File: config.mk
export PLATFORM = sky130hd
export DESIGN_NAME = tzp_profile
export DESIGN_NICKNAME = d
export VERILOG_FILES = /design/src/verilog/tzp_pkg.sv /design/src/verilog/tzp_frac_if.sv /design/src/verilog/tzp_frac_dec.sv /design/src/verilog/tzp_profile.sv
export VERILOG_INCLUDE_DIRS = /design/src /design/src/verilog
export SDC_FILE = /design/constraint.sdc
export NUM_CORES = 1
export LEC_CHECK = 0
export ABC_AREA = 0
export BUFFER_PORTS_ARGS = -buffer_cell sky130_fd_sc_hd__buf_2
export CORE_ASPECT_RATIO = 0.7
export CORE_MARGIN = 1.5
export CORE_UTILIZATION = 53
export CTS_BUF_LIST = sky130_fd_sc_hd__clkbuf_16
export CTS_CLUSTER_SIZE = 14
export DETAILED_ROUTE_END_ITERATION = 16
export GPL_TIMING_DRIVEN = 0
export MAX_ROUTING_LAYER = met4
export PLACE_DENSITY = 0.86
export RECOVER_POWER = 100
export SLEW_MARGIN = 10
export SYNTH_ARGS = -nofsm -noshare
export SYNTH_HDL_FRONTEND = slang
export SYNTH_HIERARCHICAL = 1
export SYNTH_SLANG_ARGS = --single-unit
File: constraint.sdc
create_clock -name core_clk -period 2 [get_ports core_clk]
set_input_delay 0.2 -clock core_clk [delete_from_list [all_inputs] [get_ports core_clk]]
set_output_delay 0.2 -clock core_clk [all_outputs]
set_load 0.02 [all_outputs]
File: src/verilog/tzp_regs.svh
// Purpose: Offsets, field positions, reset values of the zone profile register
// Assumes: Included by bare name
// Notes:   Definitions only
`ifndef TZP_REGS_SVH
`define TZP_REGS_SVH
`define TZP_PROFILE_OFFSET  8'h0C
`define TZP_COOL_ISET_LSB   6
`define TZP_WARM_ISET_LSB   4
`define TZP_VT2_LSB         2
`define TZP_VT3_LSB         0
`define TZP_PROFILE_RESET   8'h75
`define TZP_FRAC_NONE       8'h00
`define TZP_FRAC_20         8'h14
`define TZP_FRAC_50         8'h32
`define TZP_FRAC_100        8'h64
`define TZP_VT2_CODE0       16'h1BA3
`define TZP_VT2_CODE1       16'h1AA9
`define TZP_VT2_CODE2       16'h197D
`define TZP_VT2_CODE3       16'h1851
`define TZP_VT3_CODE0       16'h12D9
`define TZP_VT3_CODE1       16'h117B
`define TZP_VT3_CODE2       16'h0FEB
`define TZP_VT3_CODE3       16'h0EBF
`endif

File: src/verilog/tzp_pkg.sv
// Purpose: Types of the zone profile block
// Assumes: Nothing
// Notes:   Thresholds in hundredths of a percent
package tzp_pkg;
   typedef enum logic [1:0] {
      TZP_ZONE_NORMAL = 2'b00,
      TZP_ZONE_COOL   = 2'b01,
      TZP_ZONE_WARM   = 2'b10,
      TZP_ZONE_OFF    = 2'b11
   } tzp_zone_t;
   typedef struct packed {
      logic [1:0] cool_iset;
      logic [1:0] warm_iset;
      logic [1:0] vt2;
      logic [1:0] vt3;
   } tzp_profile_t;
   typedef struct packed {
      tzp_profile_t prof;
      logic         rst_pend;
      logic         wd_flag;
      logic [7:0]   frac;
      logic         timer_2x;
   } tzp_state_t;
endpackage

File: src/verilog/tzp_frac_if.sv
// Purpose: Carries a zone current code to the decoder and back
// Assumes: One clock
// Notes:   Combinational decode
`timescale 1ns/1ps
interface tzp_frac_if;
   logic [1:0] code;
   logic [7:0] frac;
   logic       full;
   modport user (output code, input frac, input full);
   modport dec  (input code, output frac, output full);
endinterface

File: src/verilog/tzp_frac_dec.sv
// Purpose: Maps a 2-bit zone current code to a percent of base current
// Assumes: Codes are always legal
// Notes:   Pure logic
`timescale 1ns/1ps
`include "tzp_regs.svh"
module tzp_frac_dec
   import tzp_pkg::*;
(
   tzp_frac_if.dec f
);
   always_comb begin
      unique case (f.code)
         2'b00: f.frac = `TZP_FRAC_NONE;
         2'b01: f.frac = `TZP_FRAC_20;
         2'b10: f.frac = `TZP_FRAC_50;
         2'b11: f.frac = `TZP_FRAC_100;
      endcase
      f.full = (f.code == 2'b11);
   end
endmodule

File: src/verilog/tzp_profile.sv
// Purpose: Temperature-zone charge profile register and its decode
// Assumes: Register write port from the serial register engine on core_clk
// Notes:   Zone and watchdog inputs come from other clock domains
//
// Contract
// - Cool zone current: 00 none, 01 20%, 10 50%, 11 100% of base.
// - Warm zone current uses its own code with the same mapping.
// - A 100% zone code never doubles the safety timer period.
// - Cool boundary code gives 70.75, 68.25, 65.25 or 62.25 percent.
// - Warm boundary code gives 48.25, 44.75, 40.75 or 37.75 percent.
// - Power-on defaults: cool 01, warm 11, cool boundary 01, warm boundary 01.
// - Register-reset request restores defaults, resets timer, and stays pending until a cycle after the request drops.
// - Watchdog expiry enters default mode and flags the fault.
`timescale 1ns/1ps
`include "tzp_regs.svh"
module tzp_profile
   import tzp_pkg::*;
(
   // Clock and reset
   input  wire logic        core_clk,
   input  wire logic        rst,
   input  wire logic        clk_en,
   // Register port
   input  wire logic        reg_wr,
   input  wire logic        reg_rd,
   input  wire logic [7:0]  reg_addr,
   input  wire logic [7:0]  reg_wdata,
   output logic      [7:0]  reg_rdata,
   input  wire logic        reg_rst_req,
   output logic             reg_rst_busy,
   // Charger links
   input  wire logic [1:0]  zone_in,
   input  wire logic        wd_expire,
   input  wire logic        host_ack,
   output logic      [7:0]  charge_fraction,
   output logic             safety_timer_2x,
   output logic             safety_timer_rst,
   output logic      [15:0] cool_boundary_threshold,
   output logic      [15:0] warm_boundary_threshold,
   output logic             wd_fault
);
   tzp_state_t q;
   tzp_state_t next_q;
   logic [1:0] zone_s1;
   logic [1:0] zone_s2;
   logic       wd_s1;
   logic       wd_s2;
   logic       wd_s3;
   tzp_zone_t  zone;
   logic       wd_rise;
   logic       hit;

   tzp_frac_if cool_f ();
   tzp_frac_if warm_f ();
   tzp_frac_dec u_cool (.f(cool_f.dec));
   tzp_frac_dec u_warm (.f(warm_f.dec));

   // ---------------------------------------------------------------
   // Pin synchronisers
   // ---------------------------------------------------------------
   // Zone bits sync alone; a changing code may show one odd value for a cycle
   always_ff @(posedge core_clk or posedge rst) begin
      if (rst) begin
         zone_s1 <= 2'h0;
         zone_s2 <= 2'h0;
         wd_s1   <= 1'b0;
         wd_s2   <= 1'b0;
         wd_s3   <= 1'b0;
      end else if (clk_en) begin
         zone_s1 <= zone_in;
         zone_s2 <= zone_s1;
         wd_s1   <= wd_expire;
         wd_s2   <= wd_s1;
         wd_s3   <= wd_s2;
      end
   end
   assign zone    = tzp_zone_t'(zone_s2);
   // Detector idles low like the pin, so reset never fakes an expiry
   assign wd_rise = wd_s2 & ~wd_s3;
   // Only one register lives here; other addresses read zero
   assign hit     = (reg_addr == `TZP_PROFILE_OFFSET);

   assign cool_f.code = q.prof.cool_iset;
   assign warm_f.code = q.prof.warm_iset;

   // ---------------------------------------------------------------
   // Next state
   // ---------------------------------------------------------------
   always_comb begin
      next_q = q;
      if (reg_wr && hit) begin
         next_q.prof = tzp_profile_t'(reg_wdata);
      end
      // Busy flag is the request registered, so it drops one cycle after the request drops
      next_q.rst_pend = reg_rst_req;
      // Restore lands on top of a host write in the same cycle
      if (q.rst_pend || wd_rise) begin
         next_q.prof = tzp_profile_t'(`TZP_PROFILE_RESET);
      end
      // Set beats the host clear
      if (wd_rise) begin
         next_q.wd_flag = 1'b1;
      end else if (host_ack) begin
         next_q.wd_flag = 1'b0;
      end
      unique case (zone)
         TZP_ZONE_COOL: begin
            next_q.frac     = cool_f.frac;
            next_q.timer_2x = ~cool_f.full;
         end
         TZP_ZONE_WARM: begin
            next_q.frac     = warm_f.frac;
            next_q.timer_2x = ~warm_f.full;
         end
         TZP_ZONE_NORMAL: begin
            next_q.frac     = `TZP_FRAC_100;
            next_q.timer_2x = 1'b0;
         end
         TZP_ZONE_OFF: begin
            next_q.frac     = `TZP_FRAC_NONE;
            next_q.timer_2x = 1'b0;
         end
      endcase
   end

   // ---------------------------------------------------------------
   // Register state
   // ---------------------------------------------------------------
   always_ff @(posedge core_clk or posedge rst) begin
      if (rst) begin
         q <= '{prof: tzp_profile_t'(`TZP_PROFILE_RESET), rst_pend: 1'b0,
                wd_flag: 1'b0, frac: `TZP_FRAC_NONE, timer_2x: 1'b0};
      end else if (clk_en) begin
         q <= next_q;
      end
   end

   // ---------------------------------------------------------------
   // Threshold decode
   // ---------------------------------------------------------------
   // Values in hundredths of a percent of the thermistor ratio
   always_comb begin
      unique case (q.prof.vt2)
         2'b00: cool_boundary_threshold = `TZP_VT2_CODE0;
         2'b01: cool_boundary_threshold = `TZP_VT2_CODE1;
         2'b10: cool_boundary_threshold = `TZP_VT2_CODE2;
         2'b11: cool_boundary_threshold = `TZP_VT2_CODE3;
      endcase
      unique case (q.prof.vt3)
         2'b00: warm_boundary_threshold = `TZP_VT3_CODE0;
         2'b01: warm_boundary_threshold = `TZP_VT3_CODE1;
         2'b10: warm_boundary_threshold = `TZP_VT3_CODE2;
         2'b11: warm_boundary_threshold = `TZP_VT3_CODE3;
      endcase
   end

   // ---------------------------------------------------------------
   // Outputs
   // ---------------------------------------------------------------
   assign reg_rdata        = (reg_rd && hit) ? q.prof : 8'h00;
   assign reg_rst_busy     = q.rst_pend;
   assign safety_timer_rst = q.rst_pend;
   assign charge_fraction  = q.frac;
   assign safety_timer_2x  = q.timer_2x;
   assign wd_fault         = q.wd_flag;
endmodule

==> flow_summary.toml, run 1 <==
[status]
status = "finished, final reports clean"

[placement]
port_buffers = 65
dp_slack_ns = 0.357
place_congestion = 0.779
hpwl_um = 2990

[setup_path]
start_kind = "flip-flop"
setup.worst_path.end_class = "output pin"
cp_max_fo = 7
reg2reg_to = "charge_fraction[2]"
critPathKind = "reg2out"
crit_buf_inv = 3
r2r_cells = 7
crit_arrival_ns = 1.72
r2r-start = "warm_f.code[0]"
slowest_stage = "dfstp_2"
path_cells = "inv_1 -> ha_1 -> or2_2 -> buf_4 -> clkbuf_2"
required_ns = 1.80
crit_family = "flip-flops"
max_stage_delay_ns = 0.59
r2r_slack_ns = 0.44

[die]
coreArea_mm2 = 0.00354
rows = 18
start_util_pct = 55.3
die_area_mm2 = 0.00407
ioPinCount = 78
die_h_um = 53.8
die_w_um = 75.6

[clock_tree]
numClockSinks = 26
cts_root_buf = "clkbuf_16"
cts_resized = 0
ctsHoldBuffers = 0
cts-htree-levels = 1
clockBufferDepth = 2
post_cts_buffers = 0
clk_latency_ns = 0.25
clk_pin_slew_ns = 0.06
cts_tree = "done"
cts_made_buffers = 3

[synth]
syn_inst = 211
synthArstFlopShare_pct = 100
synth-edff-count = 0
yosysSeqAreaShare_pct = 33.6
ys_ff_latch = 26
ys_types = 30
avgSynthCellArea_um2 = 9.26
yosys_warnings = 6
syn_area_mm2 = 0.00195
synth_flop_cell = "dfrtp_1"

[pwr]
power_frac_seq_pct = 44.3
p_int_w = 0.00100
finalPower_w = 0.00140
powerDensity_mw_per_mm2 = 578
p_clk_share_pct = 31.4
p_leak_nw = 1.30
switching_power_w = 0.000395
peakVddDrop_mv = 0.673
comb_power_share_pct = 24.3
p_sw_share_pct = 28.3

[timing]
tns_ns = 0
final-setup-viol-count = 0
hold_viol_final = 0
relSlewSlack_pct = 36.7
whs_ns = 0.152
finalClockSkew_ns = 0.00181
rsz0062_at_grt = "false"
worst_slack_ns = 0.0838
tightestPinTransition_ns = 0.949
min_period_ns = 1.92
fmax_ghz = 0.522
maxSlewViolCount = 0
period_share_pct = 95.8

[grt]
grt_pass1_wl_um = 6000
antenna_found_initial = 0
gr-total-overflow = 0
grt_max_degree = 27
grt_pass1_vias = 1365
grt_use_total_pct = 20.1

[route]
viasPerCell = 4.51
ant_nets = 0
drt_iter0_drc = 39
vias = 1552
drc = 0
drt_wl_total_um = 3830
wl_per_cell_um = 11.1
first_pass_iters = 4

[final_layout]
nets = 341
area_delta_synth_final_pct = 23.8
diodes = 0
drive_gt1_share_pct = 30.6
post-route-util_pct = 68.4
nFillCells = 314

[min_path]
hold_class = "in2async"

[flow_run]
cap_viol_max_count = 0
-- per-layer routing --
layer | vias to the layer above | global-route usage (%) | share of wire [%]
met4 | 0 | 0.893 | 0.21
met2 | 38 | 35.1 | 47
li1 | 802 | - | -
met3 | 2 | 3.93 | 3.9
met5 | - | - | 0
met1 | 710 | 25.8 | 49
-- stage by stage --
step | cell area (um^2) | instances
after global routing | 2420 | 344
after detailed placement | 2390 | 340
after floorplan | 2010 | 225
after global placement | 2390 | 340
final | 2420 | 344
after CTS | 2470 | 344
-- synthesized netlist by cell type, types with 2 or more instances --
library cell,count,area share (%)
dfstp_2,5,6.7
a2bb2oi_1,3,1.3
nor2b_1,3,0.96
buf_4,36,14
nand2b_1,10,3.2
conb_1,4,0.77
buf_2,3,0.77
o21ba_2,2,1.0
inv_1,21,4.0
dfrtp_1,21,27
and2_1,8,2.6
mux2i_1,5,2.6
o21ai_1,3,0.77
nand2_1,4,0.77
ha_1,20,13
o21ai_0,7,1.8
or2_1,3,0.96
a221oi_1,5,2.2
or2_2,4,1.3
o22ai_1,5,1.6
nor2_1,13,2.5
a21oi_1,5,1.3
nand3_1,7,1.8
mux2_2,8,4.6
-- area by class of cell --
type / count / area [um^2] / share of cell area (%)
multi-input combinational: 138 / 968 / 40.0
buffer: 40 / 290 / 12.0
clock inverter: 1 / 3.75 / 0.155
tap: 50 / 62.6 / 2.59
sequential: 26 / 657 / 27.2
timing repair buffer: 65 / 283 / 11.7
clock buffer: 3 / 75.1 / 3.10
inverter: 21 / 78.8 / 3.26
-- worst max path at each step --
stage / from / endpoint / slack (ns) / cells past startpoint
CTS: q[13] / cool_boundary_threshold[6] / 0.08 / 5
floorplan: q[13] / cool_boundary_threshold[9] / 0.34 / 4
finish: q[13] / cool_boundary_threshold[6] / 0.08 / 5
global route: q[13] / cool_boundary_threshold[9] / 0.01 / 5
detailed placement: q[13] / cool_boundary_threshold[6] / 0.36 / 5
global placement: q[13] / cool_boundary_threshold[9] / 0.38 / 5
-- layout by cell type (no fill, tap or decap) --
cell,netlist,layout
buf_4,36,34
and4bb_2,1,1
dfstp_2,5,4
clkbuf_2,0,4
mux2i_1,5,5
inv_1,21,21
clkbuf_4,0,1
buf_6,1,1
nand3_1,7,7
clkinv_1,0,1
nor2b_1,3,3
dfrtp_1,21,21
a221oi_1,5,5
o21ba_2,2,2
o21ai_0,7,10
nand2_1,4,4
nor2_1,13,13
conb_1,4,18
dfstp_1,0,1
ha_1,20,20
or2_2,4,4
o22ai_1,5,5
a21oi_1,5,5
or2_1,3,3
and2_1,8,8
clkbuf_16,0,3
and3_1,1,1
clkbuf_1,0,37
a2bb2oi_1,3,3
a31oi_1,1,1
mux2_2,8,8
buf_2,3,28
a22o_1,1,1
nor4_1,0,1
nand2b_1,10,10
-- worst register-to-register path, delay by kind of cell, from the launching register on --
kind                     cells  cell delay, ns
flip-flops                   1            0.62
buffers and inverters        2            0.13
adder cells (fa/ha/maj)      1            0.19
AND/OR/NAND/NOR              1            0.09
AO/OA/AOI/OAI                3            0.46
-- kinds of logic after synthesis --
logic type / after synthesis / synth area share (%)
compound gates: 32 / 10.8
fa+ha+maj: 20 / 12.8
buf+inv: 61 / 19.2
flops: 26 / 33.6
mux: 13 / 7.17
other cells: 4 / 0.768
simple gates: 55 / 15.6
-- power groups by stage --
stage / combinational, W / clock (W) / sequential (W)
6_report: 0.000340 / 0.000439 / 0.000619
5_1_grt: 0.000376 / 0.000469 / 0.000625
4_1_cts: 0.000354 / 0.000444 / 0.000618
3_5_place_dp: 0.000353 / 0 / 0.000627
3_3_place_gp: 0.000345 / 0 / 0.000624
2_1_floorplan: 0.000254 / 0 / 0.000630
-- sequential cells by signal, indices dropped and copies added (netlist names) --
register,flops
charge_fraction,8
safety_timer_2x,1
zone,2
zone_s1,2
wd_fault,1
wd_s1,1
warm_f.code,2
wd_s2,1
reg_rst_busy,1
cool_f.code,2
wd_s3,1
q,4
(Power assumes the default switching activity.)
==> inputs of run 2 (changes only) <==
--- a/config.mk
+++ b/config.mk
@@ -10,13 +10,12 @@
 export BUFFER_PORTS_ARGS = -buffer_cell sky130_fd_sc_hd__buf_2
 export CORE_ASPECT_RATIO = 0.7
 export CORE_MARGIN = 1.5
-export CORE_UTILIZATION = 53
-export CTS_BUF_LIST = sky130_fd_sc_hd__clkbuf_16
+export CORE_UTILIZATION = 50
 export CTS_CLUSTER_SIZE = 14
 export DETAILED_ROUTE_END_ITERATION = 16
 export GPL_TIMING_DRIVEN = 0
 export MAX_ROUTING_LAYER = met4
-export PLACE_DENSITY = 0.86
+export PLACE_DENSITY = 0.82
 export RECOVER_POWER = 100
 export SLEW_MARGIN = 10
 export SYNTH_ARGS = -nofsm -noshare
==> run 2 against run 1 <==
Against the previous run:
- sequential share of layout area about the same
- global-route usage decreased by 1.7 points
- count of clock-buffer cells in the layout is the same
- largest power group unchanged
- highest routed layer is now met3
==> flow_summary.toml, run 2 (synthesized netlist as in run 1, its figures left out) <==
[status]
status = "finished, final reports clean"

[grt]
grt_pass1_wl_um = 6270
grt_max_degree = 27
grt_pass1_vias = 1452
grt_use_total_pct = 18.4
gr-total-overflow = 0
antenna_found_initial = 0

[timing]
relSlewSlack_pct = 35.5
finalClockSkew_ns = 0.00598
min_period_ns = 1.90
period_share_pct = 95.1
final-setup-viol-count = 0
hold_viol_final = 0
fmax_ghz = 0.526
rsz0062_at_grt = "false"
tightestPinTransition_ns = 0.966
worst_slack_ns = 0.0982
maxSlewViolCount = 0
tns_ns = 0

[route]
ant_nets = 0
drt_iter0_drc = 59
wl_per_cell_um = 11.1
vias = 1585
drt_wl_total_um = 3840
first_pass_iters = 4
drc = 0
viasPerCell = 4.59

[die]
rows = 18
start_util_pct = 53.9
die_area_mm2 = 0.00430
ioPinCount = 78
die_w_um = 77.7
die_h_um = 55.3
coreArea_mm2 = 0.00363

[setup_path]
reg2reg_to = "charge_fraction[4]"
path_cells = "inv_1 -> ha_1 -> or2_2 -> buf_4 -> clkbuf_2"
slowest_stage = "dfstp_2"
critPathKind = "reg2out"
r2r_slack_ns = 0.41
crit_arrival_ns = 1.70
required_ns = 1.80
setup.worst_path.end_class = "output pin"
cp_max_fo = 6
max_stage_delay_ns = 0.58
start_kind = "flip-flop"
r2r_cells = 4
r2r-start = "cool_f.code[0]"

[clock_tree]
clk_latency_ns = 0.27
cts_tree = "done"
cts_root_buf = "clkbuf_8"
ctsHoldBuffers = 0
cts_made_buffers = 3
numClockSinks = 26
clk_pin_slew_ns = 0.09
cts-htree-levels = 1
clockBufferDepth = 2
cts_resized = 0

[pwr]
p_leak_nw = 1.31
finalPower_w = 0.00139
peakVddDrop_mv = 0.507
powerDensity_mw_per_mm2 = 574

[placement]
port_buffers = 65
dp_slack_ns = 0.366
place_congestion = 0.805
dpl.cell_count = 340
hpwl_um = 3070

[final_layout]
nets = 342
finalNonFillerCells = 345
layout_commonest_cell = "buf_4"
largest_register_ffs = 8
final_cell_mix = "36 x buf_4, 35 x clkbuf_1, 30 x buf_2"
area_delta_synth_final_pct = 23.9
diodes = 0
drive_gt1_share_pct = 31.5
nFillCells = 327

[min_path]
hold_class = "in2async"

[flow_run]
cap_viol_max_count = 0
## run 2: cell types whose count changed in the layout (fill, tap and decap cells not counted), sizes merged
cell | before | now
bufinv | 0 | 1
buf | 63 | 67
clkinv | 1 | 0
clkbuf | 45 | 42
## run 2: cell type report
type	count	area, um^2	area share (%)
clock buffers	3	41.3	1.71
repair buffers	66	293	12.1
well taps	50	62.6	2.58
clock inverters	1	30.0	1.24
inverters	21	78.8	3.26
plain buffers	40	290	12.0
multi-input cells	138	968	40.0
flip-flops and latches	26	657	27.1
## run 2: repair_timing
item / 4_1_cts / 5_1_grt
setup endpoints to repair: 0 / 1
buffers inserted: 0 / 1
hold endpoints to repair: 0 / 0
## run 2: worst max path at each step
stage                     start                    endpoint  cells past startpoint
after floorplan           q[13]  cool_boundary_threshold[9]                      4
after global placement    q[13]  cool_boundary_threshold[9]                      5
after detailed placement  q[13]  cool_boundary_threshold[9]                      5
after CTS                 q[13]  cool_boundary_threshold[9]                      5
after global routing      q[13]  cool_boundary_threshold[9]                      5
final                     q[13]  cool_boundary_threshold[9]                      5
## run 2: routing by layer
metal / vias to the layer above / GRT usage, % / wire (um)
met1: 733 / 24.0 / 1800
li1: 800 / - / -
met4: 0 / 0.779 / 0
met3: 0 / 3.64 / 203
met2: 52 / 31.4 / 1830
met5: - / - / 0
## run 2: critical path, delay by kind of cell, from the launching register on
family,cells,cell delay (ns)
and+or+nand+nor,1,0.30
DFF,1,0.58
buffers and inverters,3,0.34
adders and majority gates,1,0.21
## run 2: through the flow
step	instance area [um^2]	hold slack [ns]	utilization (%)
after detailed placement	2390	0.441	66.0
after CTS	2470	0.151	68.0
after global placement	2390	0.432	66.0
after floorplan	2010	0.236	-
final	2420	0.141	66.8
after global routing	2420	0.153	66.8
## run 2: power by group
| part | switching [W] | leakage (nW) | total (W) | internal, W |
|---|---|---|---|---|
| Sequential | 0.0000394 | 0.306 | 0.000618 | 0.000579 |
| Combinational | 0.000184 | 0.967 | 0.000340 | 0.000155 |
| Clock | 0.000165 | 0.0357 | 0.000432 | 0.000268 |
==> inputs of run 3 (changes only) <==
--- a/config.mk
+++ b/config.mk
@@ -6,7 +6,7 @@
 export SDC_FILE = /design/constraint.sdc
 export NUM_CORES = 1
 export LEC_CHECK = 0
-export ABC_AREA = 0
+export ABC_AREA = 1
 export BUFFER_PORTS_ARGS = -buffer_cell sky130_fd_sc_hd__buf_2
 export CORE_ASPECT_RATIO = 0.7
 export CORE_MARGIN = 1.5
@@ -15,7 +15,7 @@
 export DETAILED_ROUTE_END_ITERATION = 16
 export GPL_TIMING_DRIVEN = 0
 export MAX_ROUTING_LAYER = met4
-export PLACE_DENSITY = 0.82
+export PLACE_DENSITY = 0.85
 export RECOVER_POWER = 100
 export SLEW_MARGIN = 10
 export SYNTH_ARGS = -nofsm -noshare
==> constraint.sdc (replaced) <==
create_clock -name core_clk -period 2.45 [get_ports core_clk]
set_input_delay 0.245 -clock core_clk [delete_from_list [all_inputs] [get_ports core_clk]]
set_output_delay 0.245 -clock core_clk [all_outputs]
set_load 0.02 [all_outputs]
==> run 3 against run 2 <==
Against the previous run:
- first-iteration DRC count rose by 66%
- global-route usage grew 2.4 points
- synthesized area down 1.8%
- hold slack improved by 0.017 ns
- critical path type unchanged
- largest cell class unchanged
==> flow_summary.toml, run 3 <==
[synth]
syn_inst = 246
synth_top_cells_by_count = "39 x nand2_1, 36 x buf_4, 30 x inv_1"
synth_flop_cell = "dfrtp_1"
ys_types = 23
synth_top_area_share_pct = 27.4
synth-edff-count = 0
synthArstFlopShare_pct = 100
ys_ff_latch = 26
yosys.cell_count.top_type = "nand2_1"
ys_top_cells_by_area = "dfrtp_1 27%, buf_4 14%, ha_1 13%"
avgSynthCellArea_um2 = 7.80
yosysSeqAreaShare_pct = 34.2
syn_area_mm2 = 0.00192
yosys_warnings = 6
synth_top_cell_by_area = "dfrtp_1"

[final_layout]
diodes = 0
layout_commonest_cell = "nand2_1"
nets = 375
area_delta_synth_final_pct = 22.5
largest_register_ffs = 8
final_cell_mix = "42 x nand2_1, 40 x clkbuf_1, 34 x buf_4"
drive_gt1_share_pct = 25.6

[timing]
whs_ns = 0.157
hold_viol_final = 0
period_share_pct = 84.8
final-setup-viol-count = 0
fmax_ghz = 0.481
tns_ns = 0
rsz0062_at_grt = "false"
worst_slack_ns = 0.373
maxSlewViolCount = 0
tightestPinTransition_ns = 0.968
finalClockSkew_ns = 0.00288
relSlewSlack_pct = 35.4
min_period_ns = 2.08

[setup_path]
cp_max_fo = 5
crit_arrival_ns = 1.83
critPathKind = "reg2out"
required_ns = 2.20
start_kind = "flip-flop"
setup.worst_path.end_class = "output pin"

[pwr]
p_int_w = 0.000993
powerDensity_mw_per_mm2 = 691
p_sw_share_pct = 38.8
p_leak_nw = 1.28
peakVddDrop_mv = 0.400
power_frac_seq_pct = 36.1
switching_power_w = 0.000631
comb_power_share_pct = 42.0
p_clk_share_pct = 21.9
finalPower_w = 0.00162

[placement]
dp_slack_ns = 0.741
port_buffers = 64
place_congestion = 0.806
hpwl_um = 3010

[route]
vias = 1652
drt_wl_total_um = 3890
drt_iter0_drc = 98
ant_nets = 0
viasPerCell = 4.37
first_pass_iters = 4
drc = 0
wl_per_cell_um = 10.3

[clock_tree]
post_cts_buffers = 0
clk_pin_slew_ns = 0.09
cts-htree-levels = 1
cts_root_buf = "clkbuf_8"
cts_resized = 0
numClockSinks = 26
cts_tree = "done"
clk_latency_ns = 0.27
cts_made_buffers = 3
clockBufferDepth = 2
ctsHoldBuffers = 0

[die]
coreArea_mm2 = 0.00360
die_w_um = 77.1
die_h_um = 54.8
start_util_pct = 53.3
ioPinCount = 78
die_area_mm2 = 0.00423
rows = 18

[grt]
antenna_found_initial = 0
grt_use_met2_pct = 35.0
gr-usage-met1_pct = 26.1
grt.busiest_layer = "met2"
grt_max_degree = 27
grt_pass1_wl_um = 6620
grt_pass1_vias = 1468
gr-total-overflow = 0
grt_use_total_pct = 20.8
grt_util_met3_pct = 5.17

[min_path]
hold_class = "in2reg"

[flow_run]
cap_viol_max_count = 0

[status]
status = "finished, final reports clean"
[run 3: cell types whose count changed after synthesis, moves of 4 or more]
cell / before / now
nand2_1: 4 / 39
nand3_1: 7 / 19
nor2_1: 13 / 25
nand2b_1: 10 / 0
inv_1: 21 / 30
and2_1: 8 / 0
mux2_2: 8 / 0
a221oi_1: 5 / 0
mux2i_1: 5 / 0
or2_2: 4 / 9
a31oi_1: 1 / 5
o22ai_1: 5 / 1
[run 3: layer usage]
metal / part of all wire (%) / up-vias
met2: 45 / 53
li1: - / 863
met5: 0 / -
met4: 1.4 / 0
met3: 5.5 / 8
met1: 48 / 728
[run 3: power by group through the flow]
stage,combinational [W],clock [W],sequential [W]
after global placement,0.000701,0,0.000593
final,0.000682,0.000356,0.000585
after CTS,0.000724,0.000363,0.000589
after floorplan,0.000537,0,0.000589
after global routing,0.000759,0.000378,0.000600
after detailed placement,0.000718,0,0.000596
[run 3: layout make-up]
class | count | area [um^2]
sequential | 26 | 657
multi-input combinational | 161 | 880
inverter | 34 | 128
clock buffer | 3 | 41.3
clock inverter | 1 | 30.0
fill | 341 | 1250
timing repair buffer | 64 | 273
tap | 50 | 62.6
buffer | 39 | 280
[run 3: through the flow]
step | utilization, % | std cells | area, um^2
6_report | 65.2 | 378 | 2350
5_1_grt | 65.2 | 378 | 2350
4_1_cts | 67.3 | 378 | 2430
3_5_place_dp | 65.3 | 374 | 2350
3_3_place_gp | 65.3 | 374 | 2350
2_1_floorplan | - | 260 | 1970
[run 3: critical path: stages, from the launching register on]
cell      delay [ns]
dfstp_1         0.60
inv_1           0.11
ha_1            0.25
or2_2           0.31
buf_4           0.13
clkbuf_1        0.15
[run 3: kinds of logic (layout without fill, tap and decap cells)]
| family | after synthesis | after routing | synth area share (%) |
|---|---|---|---|
| AND/OR/NAND/NOR | 101 | 101 | 24.3 |
| AO/OA/AOI/OAI | 22 | 22 | 6.13 |
| flip-flops | 26 | 26 | 34.2 |
| other | 4 | 18 | 0.782 |
| buffers and inverters | 73 | 141 | 21.5 |
| adder cells (fa/ha/maj) | 20 | 20 | 13.0 |
[run 3: final timing paths]
path	start	endpoint	slack, ns	cells after the start
setup / recovery	q[13]	cool_boundary_threshold[6]	0.37	5
hold reg to reg	zone_s1[0]	zone_s1[0]	0.48	2
max in group asynchronous	rst	charge_fraction[5]	1.68	2
min in group asynchronous	rst	reg_rst_busy	0.18	2
setup reg to reg	wd_s3	q[14]	0.86	8
hold / removal	zone_in[0]	zone_s1[0]	0.16	3
